<file path="src/logic/timer_capture_regs.vh">
// register map, field positions, reset values and mode codes of the capture timer block
// Operation
// - two-bit edge field: 00 off, 01 rising, 10 falling, 11 both edges
// - capture edge register: ch3 bits 7:6, ch2 5:4, ch1 3:2, ch0 1:0
// - capture edges act only in free-running and pulse width modes
// - input edge bits 3:2 select event count input edge
// - input edge bits 1:0 select trigger input edge; bits 7:4 read zero
// - event edge acts only with event enable set or event count mode
// - trigger edge acts only in trigger pulse or one-shot modes
// - option bits 7:4 pick capture or compare, free-running mode only
// - wrap flag bit 0 sets on counter wrap in free-running or pulse width
// - wrap interrupt fires with flag set, only in those two modes
// - reading flag or option register never clears the flag
// - flag clears on software write of zero or while counter stopped
// - software write of one neither sets flag nor affects timer
// - ch0 is capture/compare in free-running, capture in pulse width, else compare
// - ch0 register 16 bits, resets zero, readable and writable while running
// - 8-bit registers reset zero and take byte or single-bit access
// - ch0 match raises interrupt, toggles output if enabled, clears counter in cycles
// - ch0 capture edge stores counter; pulse width mode also clears counter
// - mode field: free-running 101, pulse width measurement 110
`ifndef TIMER_CAPTURE_REGS_VH
`define TIMER_CAPTURE_REGS_VH
`define ADDR_CAPTURE_EDGE  32'h0ffff543
`define ADDR_EVENT_TRIG    32'hfffff544
`define ADDR_CAPTURE_MODE  32'hfffff545
`define ADDR_CH0_CC        32'hfffff546
`define RST_BYTE           8'h00
`define RST_CC             16'h0000
`define CNT_MAX            16'hffff
`define CNT_ZERO           16'h0000
`define EVT_EDGE_LSB       2
`define TRG_EDGE_LSB       0
`define CCS_LSB            4
`define WRAP_BIT           0
`define EDGE_OFF           2'h0
`define EDGE_RISE          2'h1
`define EDGE_FALL          2'h2
`define EDGE_BOTH          2'h3
`define MODE_INTERVAL      3'h0
`define MODE_EVENT         3'h1
`define MODE_EXT_TRIG      3'h2
`define MODE_ONE_SHOT      3'h3
`define MODE_PWM           3'h4
`define MODE_FREE_RUN      3'h5
`define MODE_PULSE_WIDTH   3'h6
`define MODE_TRIANGLE      3'h7
`endif

</file>
<file path="src/logic/pin_edge_sync.v">
// two-stage synchroniser with rising and falling edge pulses for one pin
`timescale 1ns/100ps
`default_nettype none
module pin_edge_sync (
   input  wire core_clk,
   input  wire sys_rst,
   input  wire pin_in,
   output wire rise_pulse,
   output wire fall_pulse
);
   reg meta_q;
   reg sync_q;
   reg last_q;

   // meta_q feeds only sync_q; edges compare the settled stages
   always @(posedge core_clk) begin
      if (sys_rst) begin
         meta_q <= 1'b0;
         sync_q <= 1'b0;
         last_q <= 1'b0;
      end else begin
         meta_q <= pin_in;
         sync_q <= meta_q;
         last_q <= sync_q;
      end
   end

   // each transition yields its own one-cycle pulse
   assign rise_pulse = sync_q & ~last_q;
   assign fall_pulse = ~sync_q & last_q;
endmodule // pin_edge_sync
`default_nettype wire

</file>
<file path="src/logic/timer_capture_edge_overflow.v">
// edge selection, capture/compare choice, wrap flag and channel 0 register of the timer
//
// The strobed register port was chosen for this implementation.
`timescale 1ns/100ps
`default_nettype none
`include "timer_capture_regs.vh"
module timer_capture_edge_overflow (
   input  wire        core_clk,
   input  wire        sys_rst,
   input  wire [31:0] reg_addr,
   input  wire [15:0] reg_wdata,
   input  wire        reg_wr,
   input  wire        reg_rd,
   output reg  [15:0] reg_rdata,
   input  wire        trigger_input_ch0,
   input  wire        trigger_input_ch1,
   input  wire        trigger_input_ch2,
   input  wire        trigger_input_ch3,
   input  wire        counter_enable_bit,
   input  wire [2:0]  timer_mode_field,
   input  wire        external_event_enable,
   input  wire [15:0] counter_value,
   input  wire        ch0_output_enable,
   output reg  [3:0]  capture_pulse,
   output reg  [3:0]  capture_role,
   output reg         event_count_pulse,
   output reg         trigger_pulse,
   output reg         counter_clear,
   output reg         wrap_interrupt,
   output reg         ch0_match_interrupt,
   output reg         timer_output_ch0
);

   // decode of a two-bit edge field against the edge pulses
   function edge_hit;
      input [1:0] sel;
      input       rise;
      input       fall;
      begin
         case (sel)
            `EDGE_RISE: edge_hit = rise;
            `EDGE_FALL: edge_hit = fall;
            `EDGE_BOTH: edge_hit = rise | fall;
            default:    edge_hit = 1'b0;
         endcase
      end
   endfunction

   // registers
   reg  [7:0]  capture_edge_select_q;
   reg  [3:0]  event_trigger_edge_select_q;
   reg  [3:0]  channel_capture_select_q;
   reg         counter_wrap_flag_q;
   reg  [15:0] channel0_capture_compare_q;
   reg  [15:0] ch0_compare_buffer_q;
   reg  [15:0] counter_last_q;
   reg         match_level_q;

   // pin edges
   wire [3:0]  pin_vec;
   wire [3:0]  rise_vec;
   wire [3:0]  fall_vec;

   // decodes
   wire        sel_edge;
   wire        sel_trig;
   wire        sel_mode;
   wire        sel_cc;
   wire        wr_edge;
   wire        wr_trig;
   wire        wr_mode;
   wire        wr_cc;
   wire        mode_free;
   wire        mode_width;
   wire        mode_capture_ok;
   wire        mode_cycle;
   wire        mode_batch;
   wire        event_ok;
   wire        trigger_ok;
   wire        counter_wrap;
   wire        ch0_is_capture;
   wire        ch0_capture_now;
   wire        match_level;
   wire        match_rise;
   wire [3:0]  capture_now;
   wire [3:0]  role_now;
   wire        event_now;
   wire        trigger_now;
   reg  [15:0] read_mux;

   assign pin_vec = {trigger_input_ch3, trigger_input_ch2,
                     trigger_input_ch1, trigger_input_ch0};

   // one synchroniser per pin; ch0 pin also serves event and trigger
   genvar gi;
   generate
      for (gi = 0; gi < 4; gi = gi + 1) begin : g_pin
         pin_edge_sync u_sync (
            .core_clk   (core_clk),
            .sys_rst    (sys_rst),
            .pin_in     (pin_vec[gi]),
            .rise_pulse (rise_vec[gi]),
            .fall_pulse (fall_vec[gi])
         );
      end
   endgenerate

   // address decode on the printed offsets
   assign sel_edge = (reg_addr == `ADDR_CAPTURE_EDGE);
   assign sel_trig = (reg_addr == `ADDR_EVENT_TRIG);
   assign sel_mode = (reg_addr == `ADDR_CAPTURE_MODE);
   assign sel_cc   = (reg_addr == `ADDR_CH0_CC);
   assign wr_edge  = reg_wr & sel_edge;
   assign wr_trig  = reg_wr & sel_trig;
   assign wr_mode  = reg_wr & sel_mode;
   assign wr_cc    = reg_wr & sel_cc;

   // mode classes
   assign mode_free  = (timer_mode_field == `MODE_FREE_RUN);
   assign mode_width = (timer_mode_field == `MODE_PULSE_WIDTH);
   assign mode_capture_ok = mode_free | mode_width;
   assign mode_cycle = ~mode_capture_ok;
   // batch-write modes load the buffer only at the cycle boundary while the counter runs
   assign mode_batch = (timer_mode_field == `MODE_EXT_TRIG) |
                       (timer_mode_field == `MODE_PWM) |
                       (timer_mode_field == `MODE_TRIANGLE);
   assign event_ok = external_event_enable |
                     (timer_mode_field == `MODE_EVENT);
   assign trigger_ok = (timer_mode_field == `MODE_EXT_TRIG) |
                       (timer_mode_field == `MODE_ONE_SHOT);

   // per-channel role and qualified capture edges
   generate
      for (gi = 0; gi < 4; gi = gi + 1) begin : g_chan
         // capture in width mode, chosen in free-run, compare elsewhere
         assign role_now[gi] = mode_width |
                               (mode_free & channel_capture_select_q[gi]);
         assign capture_now[gi] = counter_enable_bit & mode_capture_ok &
                                  role_now[gi] &
                                  edge_hit(capture_edge_select_q[2*gi+1:2*gi],
                                           rise_vec[gi], fall_vec[gi]);
      end
   endgenerate

   assign ch0_is_capture  = role_now[0];
   assign ch0_capture_now = capture_now[0];

   // event and trigger share the ch0 pin edges
   assign event_now = counter_enable_bit & event_ok &
                      edge_hit(event_trigger_edge_select_q[`EVT_EDGE_LSB+1:`EVT_EDGE_LSB],
                               rise_vec[0], fall_vec[0]);
   assign trigger_now = counter_enable_bit & trigger_ok &
                        edge_hit(event_trigger_edge_select_q[`TRG_EDGE_LSB+1:`TRG_EDGE_LSB],
                                 rise_vec[0], fall_vec[0]);

   // wrap seen as max followed by zero on the shared counter
   assign counter_wrap = counter_enable_bit & mode_capture_ok &
                         (counter_last_q == `CNT_MAX) &
                         (counter_value == `CNT_ZERO);

   // compare is level on equality; the pulse marks its start so that a
   // prescaled counter resting on the value raises only one event
   assign match_level = counter_enable_bit & ~ch0_is_capture &
                        (counter_value == ch0_compare_buffer_q);
   assign match_rise  = match_level & ~match_level_q;

   // 8-bit control registers
   always @(posedge core_clk) begin
      if (sys_rst) begin
         capture_edge_select_q       <= `RST_BYTE;
         event_trigger_edge_select_q <= 4'h0;
         channel_capture_select_q    <= 4'h0;
      end else begin
         if (wr_edge) begin
            capture_edge_select_q <= reg_wdata[7:0];
         end
         if (wr_trig) begin
            event_trigger_edge_select_q <= reg_wdata[3:0];
         end
         if (wr_mode) begin
            channel_capture_select_q <= reg_wdata[`CCS_LSB+3:`CCS_LSB];
         end
      end
   end

   // wrap flag: a wrap in the clearing cycle wins over a written zero
   always @(posedge core_clk) begin
      if (sys_rst) begin
         counter_wrap_flag_q <= 1'b0;
      end else if (!counter_enable_bit) begin
         counter_wrap_flag_q <= 1'b0;
      end else if (counter_wrap) begin
         counter_wrap_flag_q <= 1'b1;
      end else if (wr_mode && !reg_wdata[`WRAP_BIT]) begin
         counter_wrap_flag_q <= 1'b0;
      end
   end

   // channel 0 register; a capture beats a write in the same cycle
   always @(posedge core_clk) begin
      if (sys_rst) begin
         channel0_capture_compare_q <= `RST_CC;
      end else if (ch0_capture_now) begin
         channel0_capture_compare_q <= counter_value;
      end else if (wr_cc) begin
         channel0_capture_compare_q <= reg_wdata;
      end
   end

   // compare buffer: anytime load, or at counter clear in batch modes
   always @(posedge core_clk) begin
      if (sys_rst) begin
         ch0_compare_buffer_q <= `RST_CC;
      end else if (!counter_enable_bit || !mode_batch) begin
         ch0_compare_buffer_q <= channel0_capture_compare_q;
      end else if (match_rise) begin
         ch0_compare_buffer_q <= channel0_capture_compare_q;
      end
   end

   // history for wrap and match edge detection
   always @(posedge core_clk) begin
      if (sys_rst) begin
         counter_last_q <= `CNT_ZERO;
         match_level_q  <= 1'b0;
      end else begin
         counter_last_q <= counter_value;
         match_level_q  <= match_level;
      end
   end

   // registered event outputs to the rest of the timer
   always @(posedge core_clk) begin
      if (sys_rst) begin
         capture_pulse       <= 4'h0;
         capture_role        <= 4'h0;
         event_count_pulse   <= 1'b0;
         trigger_pulse       <= 1'b0;
         counter_clear       <= 1'b0;
         wrap_interrupt      <= 1'b0;
         ch0_match_interrupt <= 1'b0;
      end else begin
         capture_pulse       <= capture_now;
         capture_role        <= role_now;
         event_count_pulse   <= event_now;
         trigger_pulse       <= trigger_now;
         counter_clear       <= (ch0_capture_now & mode_width) |
                                (match_rise & mode_cycle);
         wrap_interrupt      <= counter_wrap;
         ch0_match_interrupt <= match_rise;
      end
   end

   // output toggles on each match while ch0_output_enable is set; held low while the counter is stopped
   always @(posedge core_clk) begin
      if (sys_rst) begin
         timer_output_ch0 <= 1'b0;
      end else if (!counter_enable_bit) begin
         timer_output_ch0 <= 1'b0;
      end else if (match_rise && ch0_output_enable) begin
         timer_output_ch0 <= ~timer_output_ch0;
      end
   end

   // read mux; reads have no side effect on any flag
   always @* begin
      read_mux = 16'h0000;
      if (sel_edge) begin
         read_mux = {8'h00, capture_edge_select_q};
      end else if (sel_trig) begin
         read_mux = {12'h000, event_trigger_edge_select_q};
      end else if (sel_mode) begin
         read_mux = {8'h00, channel_capture_select_q, 3'h0,
                     counter_wrap_flag_q};
      end else if (sel_cc) begin
         read_mux = channel0_capture_compare_q;
      end
   end

   // read data stand only in the cycle after the strobe
   always @(posedge core_clk) begin
      if (sys_rst) begin
         reg_rdata <= 16'h0000;
      end else if (reg_rd) begin
         reg_rdata <= read_mux;
      end else begin
         reg_rdata <= 16'h0000;
      end
   end

endmodule // timer_capture_edge_overflow
`default_nettype wire

</file>
<file path="config.mk">
export PLATFORM = sky130hd
export DESIGN_NAME = timer_capture_edge_overflow
export DESIGN_NICKNAME = d
export VERILOG_FILES = /design/src/logic/pin_edge_sync.v /design/src/logic/timer_capture_edge_overflow.v
export VERILOG_INCLUDE_DIRS = /design/src /design/src/logic
export SDC_FILE = /design/constraint.sdc
export NUM_CORES = 1
export LEC_CHECK = 0
export ABC_AREA = 1
export CORE_ASPECT_RATIO = 1.5
export CORE_MARGIN = 4
export CORE_UTILIZATION = 50
export CTS_CLUSTER_SIZE = 25
export DETAILED_ROUTE_END_ITERATION = 10
export DONT_BUFFER_PORTS = 1
export GPL_TIMING_DRIVEN = 0
export RECOVER_POWER = 50
export SYNTH_ARGS = -nofsm -noshare
export SYNTH_HDL_FRONTEND = slang
export SYNTH_HIERARCHICAL = 1
export SYNTH_SLANG_ARGS = --single-unit
</file>
<file path="constraint.sdc">
create_clock -name core_clk -period 2 [get_ports core_clk]
set_input_delay 0.1 -clock core_clk [delete_from_list [all_inputs] [get_ports core_clk]]
set_output_delay 0.1 -clock core_clk [all_outputs]
set_load 0.02 [all_outputs]
</file>
==> results of run 1 <==
[final cells by class]
type                    count  area (sq um)
plain buffers              23           134
clock buffers              11           243
clock inverters             5          67.6
fillers                   901          3710
inverters                  99           372
multi-input cells         455          2210
flip-flops and latches    108          2160
well taps                 112           140
repair buffers             38           375
[where the power goes]
part | internal (mW) | leakage (nW) | switching [mW]
Sequential | 2.19 | 0.878 | 0.0200
Clock | 1.02 | 0.152 | 0.829
Combinational | 0.139 | 1.32 | 0.211
[how the worst max path moves through the flow]
| stage | end | slack [ps] | cells after the start |
|---|---|---|---|
| after detailed placement | ch0_compare_buffer_q[11] | 160 | 10 |
| final | ch0_compare_buffer_q[11] | 150 | 10 |
| after floorplan | channel0_capture_compare_q[10] | 520 | 9 |
| after CTS | ch0_compare_buffer_q[10] | 150 | 10 |
| after global routing | ch0_compare_buffer_q[10] | 20 | 10 |
| after global placement | ch0_compare_buffer_q[10] | 160 | 10 |
[repair_timing]
item                                    4_1_cts  5_1_grt
endpoints found under the hold margin        65        0
gates resized for setup                       0        1
endpoints found under the setup margin        0       12
hold buffers                                 36        0
setup buffers                                 0        2
[flip-flops by register name (all words and copies together), names as in the netlist, 8 cells and up]
name	count
capture_edge_select_q	8
channel0_capture_compare_q	16
reg_rdata	16
counter_last_q	16
ch0_compare_buffer_q	16
[worst register-to-register path, stage by stage (launching register included)]
cell and delay [ps]:
dfxtp_1 330, inv_1 60, nand2_1 50, nand2_1 50, nor2_1 100, nand2_1 80
nor2_1 220, nand4_1 280, buf_2 280, a21oi_1 220, nor2_1 80
[kinds of logic after synthesis]
kind of cell	after synthesis	share of synthesized area [%]
compound gates	100	12.5
buf+inv	122	10.4
xor+xnor	4	0.718
simple gates	351	32.1
flops	108	44.3
[Yosys cell counts]
cell / number
nand3_1: 53
and2_4: 1
nand3_2: 3
xnor2_1: 3
buf_8: 1
a211oi_1: 1
nor4_1: 5
nand2_1: 140
buf_12: 1
nor2_2: 3
o21bai_1: 1
or2_2: 1
nand4_1: 13
buf_2: 10
buf_6: 1
o21ai_0: 26
nor2_4: 2
buf_1: 2
xor2_1: 1
inv_1: 89
a21oi_4: 1
dfxtp_1: 108
nand2_4: 1
o211ai_1: 3
o21ai_1: 6
clkinv_1: 2
o22ai_1: 1
nor3_1: 10
clkbuf_1: 8
a21oi_1: 38
inv_2: 8
a2111oi_0: 2
a21oi_2: 10
nand2_8: 2
o21ai_2: 11
nand3b_1: 1
nor2_1: 103
nand2_2: 13
[stage by stage]
stage / utilization (%) / std cells
after floorplan: - / 685
after global placement: 53.3 / 797
after detailed placement: 53.3 / 797
after CTS: 60.5 / 849
after global routing: 60.6 / 851
final: 60.6 / 851
[layer usage]
metal  vias to the layer above  part of all wire (%)
met2                       160                    54
met4                         0                   4.5
met3                        37                   5.4
met1                      2073                    36
met5                         -                     0
li1                       2270                     -
==> summary.md, run 1 <==
| Metric | Value |
|---|---|
| Outcome | `completed` |
| Least-Margin Pin Slew | `~740 ps` |
| VDD IR-drop max | `around 0.64 mV` |
| CP Launch Point | `ch0_compare_buffer_q[8]` |
| Clock tree from TritonCTS | `built` |
| Leading cell types in the layout, fill and taps excluded | `nand2_1, dfxtp_1, nor2_1, inv_1, nand3_1` |
| CP Data Required Time | `~2300 ps` |
| Iteration-0 DRC count of the detailed router | `between 200 and 300` |
| Max Root-Sink Buffers | `2` |
| Largest net degree at the start of global routing | `19` |
| Synth area leader | `dfxtp_1` |
| Hold WS | `6.46 ps` |
| Min-delay src | `reg_wdata[13]` |
| M3 GR Usage | `under 10%` |
| CP arrival | `between 2000 and 2500 ps` |
| DR vias | `~4500` |
| CTS Buf Count | `9` |
| Grt peak-use layer | `met2` |
| Worst Setup Slack, final | `approximately 150 ps` |
| Synth area leaders | `dfxtp_1, nand2_1, nor2_1` |
| Syn Nets | `approximately 760` |
| Hold/Removal Path Class | `in2reg` |
| Initial antenna violation count | `0` |
| Reg2reg end | `ch0_compare_buffer_q[11]` |
| I/O Pins | `approximately 110` |
| Syn avg cell area | `around 7.1 sq um` |
| Post-Syn Area | `slightly below 0.005 sq mm` |
| DR WL/cell | `17.2 microns` |
| Hold violation total from the final report | `0` |
| Tcrit/Tclk final | `92.5%` |
| Critical-path top delay cell | `dfxtp_1` |
| Seq/Total Area, Yosys | `~44%` |
| Worst Path Buf+Inv | `2` |
| Endpoint, Worst Hold | `channel0_capture_compare_q[13]` |
| Port buffer count | `0` |
| Synth-to-layout area growth | `16.9%` |
| Clk_lat worst skew | `between 300 and 400 ps` |
| Fmax | `between 500 and 600 MHz` |
| Unique cell type count in the Yosys netlist | `38` |
| DRT antenna net count | `0` |
| Drt first pass iters | `5` |
| Register bit total from synthesis | `between 100 and 150` |
| Final setup fails | `0` |
| Post-DP HPWL | `~11 mm` |
| Crit path max fanout | `10` |
| GRT met1 Usage | `between 20% and 30%` |
| Ant diodes | `0` |
| CTS Sinks | `108` |
| Rel. slew slack | `between 50% and 60%` |
| Total track usage | `roughly a quarter` |
| RR Startpoint | `ch0_compare_buffer_q[8]` |
| Drt via density | `between 5 and 6` |
| Clock transition at path regs | `~70 ps` |
| Leakage power | `between 2 and 2.5 nW` |
| Drt total wl | `between 10 and 15 mm` |
| FF-to-FF setup slack | `about 150 ps` |
| Max stage delay on crit path | `between 300 and 400 ps` |
| Clk_skew | `roughly 6.2 ps` |
| Gr ovfl total | `0` |
| Setup crit start kind | `flop` |
| Pwr per Cell Area | `around 770 mW/mm^2` |
| Crit end category | `flop` |
| DRC errors left | `0` |
| Slew Viols, Final | `0` |
| Final Cell Area | `about 0.0057 sq mm` |
| Unrepaired setup endpoints after global routing | `no` |
| Pwr Total | `4.42 mW` |
| Die X | `88.7 microns` |
| Total negative slack | `0 ps` |
| H-tree depth | `3` |
| Gpl congestion | `between 0.9 and 1` |
| WS Path Type | `reg2reg` |
| Die height | `approximately 130 microns` |
| Most common cell after layout, fill and taps aside | `nand2_1` |
| CTS Root Cell | `clkbuf_16` |
| Worst reg2reg path depth | `10` |
| Hold Crit Depth | `4` |
| Max Cap Viol | `0` |
| Critical Path, Cell by Cell | `inv_1, nand2_1, nand2_1, nor2_1, nand2_1, nor2_1, nand4_1, buf_2, a21oi_1, nor2_1` |
| Tmin final | `1850 ps` |
| Std-Cell Rows | `43` |
| Met2 Use GR | `slightly below 50%` |
| Core area | `between 0.009 and 0.01 sq mm` |
| Placed Area | `around 0.005 sq mm` |
| Synthesis Warnings | `6` |
| Crit-path leading delay family | `simple AND/OR/NAND/NOR gates` |
| Initial Util | `about 52%` |
| Cells after synthesis | `between 600 and 700` |
| Worst slack, placed | `~160 ps` |
| Share of cells above drive strength 1 | `11.5%` |
| First-pass GRT wire length | `approximately 22 mm` |
| Die area | `0.0114 sq mm` |
| Vias in the first global route | `~4600` |
| Top cell type's share of synthesized area | `around 44%` |
| Fin nets | `about 810` |
(Power assumes the default switching activity.)
==> run 2: changes to the inputs <==
CELL_PAD_IN_SITES_DETAIL_PLACEMENT = 0   (was not set)
CELL_PAD_IN_SITES_GLOBAL_PLACEMENT = 2   (was not set)
CORE_MARGIN = not set   (was 4)
CORE_UTILIZATION = 35   (was 50)
GPL_TIMING_DRIVEN = 1   (was 0)
PLACE_DENSITY_LB_ADDON = 0.1   (was not set)
==> summary.md, run 2 (synthesis gave the netlist of run 1 again) <==
| Metric | Value |
|---|---|
| Initial antenna violation count | `0` |
| Synth-to-layout area growth | `17.1%` |
| DR WL/cell | `approximately 17 microns` |
| Ant diodes | `0` |
| Pwr per Cell Area | `763 mW/mm^2` |
| CTS Sinks | `between 100 and 150` |
| Least-Margin Pin Slew | `451 ps` |
| CTS Buf Count | `9` |
| Outcome | `complete, but fails checks` |
| Clk_lat worst skew | `between 300 and 400 ps` |
| Hold violation total from the final report | `0` |
| CP arrival | `just over 2000 ps` |
| Max Cap Viol | `0` |
| Port buffer count | `0` |
| Die area | `roughly 0.014 sq mm` |
| Clk_skew | `between 10 and 15 ps` |
| First-pass GRT wire length | `roughly 23 mm` |
| Largest net degree at the start of global routing | `54` |
| Max stage delay on crit path | `roughly 340 ps` |
| Tmin final | `around 1800 ps` |
| Drt via density | `between 4 and 5` |
| Setup crit start kind | `flop` |
| Final setup fails | `0` |
| Gr ovfl total | `0` |
| Drt total wl | `14.8 mm` |
| Post-DP HPWL | `roughly 11 mm` |
| Critical-path top delay cell | `dfxtp_1` |
| Share of cells above drive strength 1 | `~10%` |
| Initial Util | `36.1%` |
| Most common cell after layout, fill and taps aside | `nand2_1` |
| Total negative slack | `0 ps` |
| Rel. slew slack | `between 60% and 70%` |
| WS Path Type | `reg2reg` |
| Gpl congestion | `0.801` |
| H-tree depth | `3` |
| Post-CTS setup buffers | `0` |
| Final Cell Area | `0.00571 sq mm` |
| Placed Area | `between 0.005 and 0.006 sq mm` |
| Clock tree from TritonCTS | `built` |
| Slew Viols, Final | `0` |
| Crit path max fanout | `31` |
| Die X | `roughly 98 microns` |
| Critical Path, Cell by Cell | `inv_1, nor2_1, nand2_1, a21oi_4, nand2_4, buf_12, nand2_8, nand2_1, a21oi_1` |
| Unrepaired setup endpoints after global routing | `no` |
| Die height | `147 microns` |
| Leading cell types in the layout, fill and taps excluded | `nand2_1, dfxtp_1, nor2_1, inv_1, nand3_1` |
| DRC errors left | `9` |
| Fin nets | `793` |
| I/O Pins | `108` |
| Iteration-0 DRC count of the detailed router | `~170` |
| Drt first pass iters | `8` |
| DRT antenna net count | `0` |
| Clock transition at path regs | `80 ps` |
| Leakage power | `2.34 nW` |
| CTS Root Cell | `clkbuf_16` |
| Hold/Removal Path Class | `in2reg` |
| Max Root-Sink Buffers | `2` |
| Failing checks | `design-rule violations` |
| Core area | `around 0.014 sq mm` |
| VDD IR-drop max | `between 0.3 and 0.4 mV` |
| Tcrit/Tclk final | `approximately 88%` |
| DR vias | `4373` |
| Most used cell, CP | `nand2_1` |
| Crit end category | `flop` |
| Fillers | `1428` |
| Fmax | `~570 MHz` |
| Std-Cell Rows | `52` |
| CP Data Required Time | `2270 ps` |
| Total track usage | `21.3%` |
| Vias in the first global route | `between 4000 and 5000` |
==> run 2: cell types whose count changed in the layout (fill, tap and decap cells not counted), moves of 7 or more <==
cell	previous run	this run
buf_2	10	0
clkbuf_1	11	0
inv_1	89	96
inv_2	8	1
==> run 2: where the power goes <==
part	switching, mW	internal, mW	total, mW
clock	0.911	0.891	1.80
sequential	0.0198	2.19	2.21
combinational	0.200	0.143	0.343
total	1.13	3.23	4.36
==> run 2: worst max-delay path: cells and delay by family (launching register included) <==
family,cells,cell delay [ps]
compound gates,2,340
buf+inv,2,280
flops,1,340
simple gates,5,700
==> run 2: cell type report <==
cell class / count / area (sq um) / share of cell area [%]
clock buffers: 9 / 225 / 3.94
clock inverters: 7 / 78.8 / 1.38
inverters: 99 / 372 / 6.50
multi-input cells: 455 / 2220 / 38.8
flip-flops and latches: 108 / 2160 / 37.8
well taps: 162 / 203 / 3.55
repair buffers: 42 / 458 / 8.01
==> run 2: routing by layer <==
layer / vias to the layer above / wire [microns] / global-route usage (%)
li1: 2229 / - / -
met1: 1994 / 5620 / 22.2
met5: - / 0 / 0
met3: 33 / 633 / 3.88
met2: 117 / 7800 / 40.0
met4: 0 / 789 / 11.6
==> run 2: worst paths after layout <==
check	start	end	slack, ps	depth (start not counted)
setup / recovery	g_pin[0].u_sync/last_q	channel0_capture_compare_q[0]	240	9
hold / removal	timer_mode_field[0]	event_count_pulse	5	4
setup reg to reg	g_pin[0].u_sync/last_q	channel0_capture_compare_q[0]	240	9
hold reg to reg	g_pin[0].u_sync/meta_q	g_pin[0].u_sync/sync_q	410	2
==> run 2: what timing repair did <==
action	4_1_cts	5_1_grt
hold buffers	35	0
resized for setup	0	0
hold endpoints to repair	74	0
endpoints found under the setup margin	0	0
==> run 2: stage by stage <==
step / worst slack (ps) / utilization (%) / power, mW / cells / hold WS, ps
6_report: 243 / 42.2 / 4.36 / 882 / 5.18
3_3_place_gp: 309 / 37.3 / 2.52 / 831 / 174
4_1_cts: 252 / 42.2 / 4.42 / 882 / 3.20
3_5_place_dp: 288 / 37.3 / 2.52 / 831 / 176
2_1_floorplan: 518 / - / 2.47 / 685 / 171
5_1_grt: 55.0 / 42.2 / 4.54 / 882 / 0.829
==> run 3: changes to the inputs <==
CORE_UTILIZATION = 34   (was 35)
SYNTH_HIERARCHICAL = not set   (was 1)
==> summary.md, run 3 <==
| Metric | Value |
|---|---|
| Worst Setup Slack, final | `137 ps` |
| Die X | `slightly above 100 microns` |
| Largest net degree at the start of global routing | `between 50 and 60` |
| Tmin final | `between 1500 and 2000 ps` |
| Drt first pass iters | `6` |
| Outcome | `completed` |
| Post-DP HPWL | `about 12 mm` |
| H-tree depth | `3` |
| Max Root-Sink Buffers | `2` |
| Rel. slew slack | `63.3%` |
| CTS Buf Count | `9` |
| Fin nets | `around 840` |
| Gr ovfl total | `0` |
| Logic gate share of total power | `8.0%` |
| Syn avg cell area | `about 7.0 sq um` |
| Leakage power | `2.48 nW` |
| Post-route insts no fill | `roughly 950` |
| Register bit total from synthesis | `between 100 and 150` |
| Clock tree from TritonCTS | `built` |
| Placed Cells | `897` |
| Vias in the first global route | `between 4000 and 5000` |
| CTS Sinks | `~110` |
| Tcrit/Tclk final | `approximately 93%` |
| Worst slack, placed | `between 100 and 150 ps` |
| Crit end category | `flop` |
| Seq/Total Area, Yosys | `42.9%` |
| Synth-to-layout area growth | `17.9%` |
| Synthesis Warnings | `0` |
| Cells after synthesis | `about 720` |
| DRC errors left | `0` |
| Post-Syn Area | `about 0.0050 sq mm` |
| Unique cell type count in the Yosys netlist | `35` |
| Initial antenna violation count | `0` |
| Clk_lat worst skew | `about 360 ps` |
| DRT antenna net count | `0` |
| Port buffer count | `0` |
| Share of cells above drive strength 1 | `about 8.6%` |
| Clock transition at path regs | `~80 ps` |
| Top cell type's share of synthesized area | `42.9%` |
| Die height | `about 150 microns` |
| Most instantiated cells after synthesis | `nand2_1, dfxtp_1, inv_1, nor2_1, nand3_1` |
| CP arrival | `2150 ps` |
| Dominant synthesized flop cell | `dfxtp_1` |
| Gpl congestion | `between 0.7 and 0.8` |
| Core area | `~0.015 sq mm` |
| VDD IR-drop max | `~0.35 mV` |
| Flop pwr share | `51.8%` |
| Synth area leader | `dfxtp_1` |
| Syn Nets | `between 800 and 900` |
| Ant diodes | `0` |
| Setup crit start kind | `flop` |
| Std-Cell Rows | `54` |
| CP Data Required Time | `~2300 ps` |
| Total negative slack | `0 ps` |
| Die area | `about 0.015 sq mm` |
| Slew Viols, Final | `0` |
| Fmax | `~540 MHz` |
| Synth area leaders | `dfxtp_1, nand2_1, nand3_1` |
| Clk_skew | `between 7 and 8 ps` |
| I/O Pins | `108` |
| Max Cap Viol | `0` |
| CTS Root Cell | `clkbuf_16` |
| Least-Margin Pin Slew | `~550 ps` |
| DR WL/cell | `between 15 and 20 microns` |
| DR vias | `about 4600` |
| Hold violation total from the final report | `0` |
| Clock share of power | `40.2%` |
| Pwr per Cell Area | `about 700 mW/mm^2` |
| Drt via density | `roughly 4.8` |
| Initial Util | `about a third` |
| Post-CTS setup buffers | `0` |
| Top-count cell post-synth | `nand2_1` |
| EDFF count, synth | `0` |
| Most common cell after layout, fill and taps aside | `nand2_1` |
| Hold/Removal Path Class | `in2reg` |
| Iteration-0 DRC count of the detailed router | `around 190` |
| First-pass GRT wire length | `24.2 mm` |
| Leading cell types in the layout, fill and taps excluded | `nand2_1, dfxtp_1, inv_1, nor2_1, nand3_1` |
| Final setup fails | `0` |
| Pwr Total | `4.27 mW` |
| Drt total wl | `about 16 mm` |
| Switching Fraction | `between 20 and 25%` |
| Total track usage | `about a fifth` |
| Psw | `roughly 1.1 mW` |
| WS Path Type | `reg2reg` |
| Crit path max fanout | `34` |
| Asr flop ratio synth | `0%` |
| Pint | `approximately 3.2 mW` |
| Fillers | `roughly 1600` |
==> run 3: cell types whose count changed after synthesis, moves of 3 or more <==
cell,change
a21oi_1,+4
ha_1,+8
nor2_1,-7
inv_1,+11
inv_2,-6
and3_1,+3
nand3_1,+24
o21ai_1,-4
nand2_1,+5
o21ai_0,+8
o21ai_2,-11
==> run 3: stage by stage <==
| stage | hold slack (ps) | utilization [%] | area [sq um] |
|---|---|---|---|
| after floorplan | 207 | - | 5040 |
| after global routing | 3.60 | 40.9 | 5950 |
| after CTS | 0.287 | 40.8 | 5930 |
| after detailed placement | 178 | 36.0 | 5220 |
| after global placement | 177 | 36.0 | 5220 |
| final | 1.97 | 40.9 | 5950 |
==> run 3: worst max-delay path, cell delays in order, from the launching register on <==
cell	delay [ps]
dfxtp_1	340
inv_1	50
ha_1	320
nand3_1	100
nand3_1	130
a21oi_4	220
nand2_8	190
nand2_8	230
nand2_1	70
a21oi_1	130
==> run 3: worst paths after layout <==
check                          from                              to  slack (ps)  cells past startpoint
max          g_pin[0].u_sync.last_q   channel0_capture_compare_q[2]         140                      9
min reg2reg  g_pin[2].u_sync.meta_q          g_pin[2].u_sync.sync_q         400                      2
max reg2reg  g_pin[0].u_sync.last_q   channel0_capture_compare_q[2]         140                      9
min                   reg_wdata[14]  channel0_capture_compare_q[14]           2                      4
==> run 3: power by group through the flow <==
stage	Combinational [mW]	Sequential, mW	Clock, mW
after floorplan	0.212	2.26	0
after global placement	0.246	2.26	0
after detailed placement	0.246	2.26	0
after CTS	0.347	2.21	1.76
after global routing	0.390	2.22	1.85
final	0.343	2.21	1.72
==> run 3: kinds of logic after synthesis <==
logic type,count (synthesis),synth area share [%]
buffers and inverters,129,10.4
and+or+nand+nor,377,33.7
adders and majority gates,8,1.99
xor gates and xnor gates,2,0.348
DFF,108,42.9
AOI/OAI and AO/OA,95,10.6
==> run 3: layout make-up <==
type                            instances  area [sq um]  share of cell area (%)
Sequential cell                       108          2160                    36.4
Clock buffer                           10           239                    4.02
Inverter                              103           387                    6.50
Multi-Input combinational cell        482          2370                    39.9
Tap cell                              196           245                    4.12
Timing Repair Buffer                   49           504                    8.48
Clock inverter                          5          37.5                   0.631
==> run 3: routing by layer <==
metal  part of all wire, %  GRT usage [%]  wire, microns
met3                   3.1           3.51            491
met5                     0              0              0
met1                    40           23.2           6260
met4                   2.1           7.83            322
met2                    55           40.7           8630
==> run 3: what timing repair did <==
action | in CTS | in global routing
gates resized for setup | 0 | 3
hold buffers | 41 | 0
setup endpoints to repair | 0 | 6
hold endpoints to repair | 77 | 0
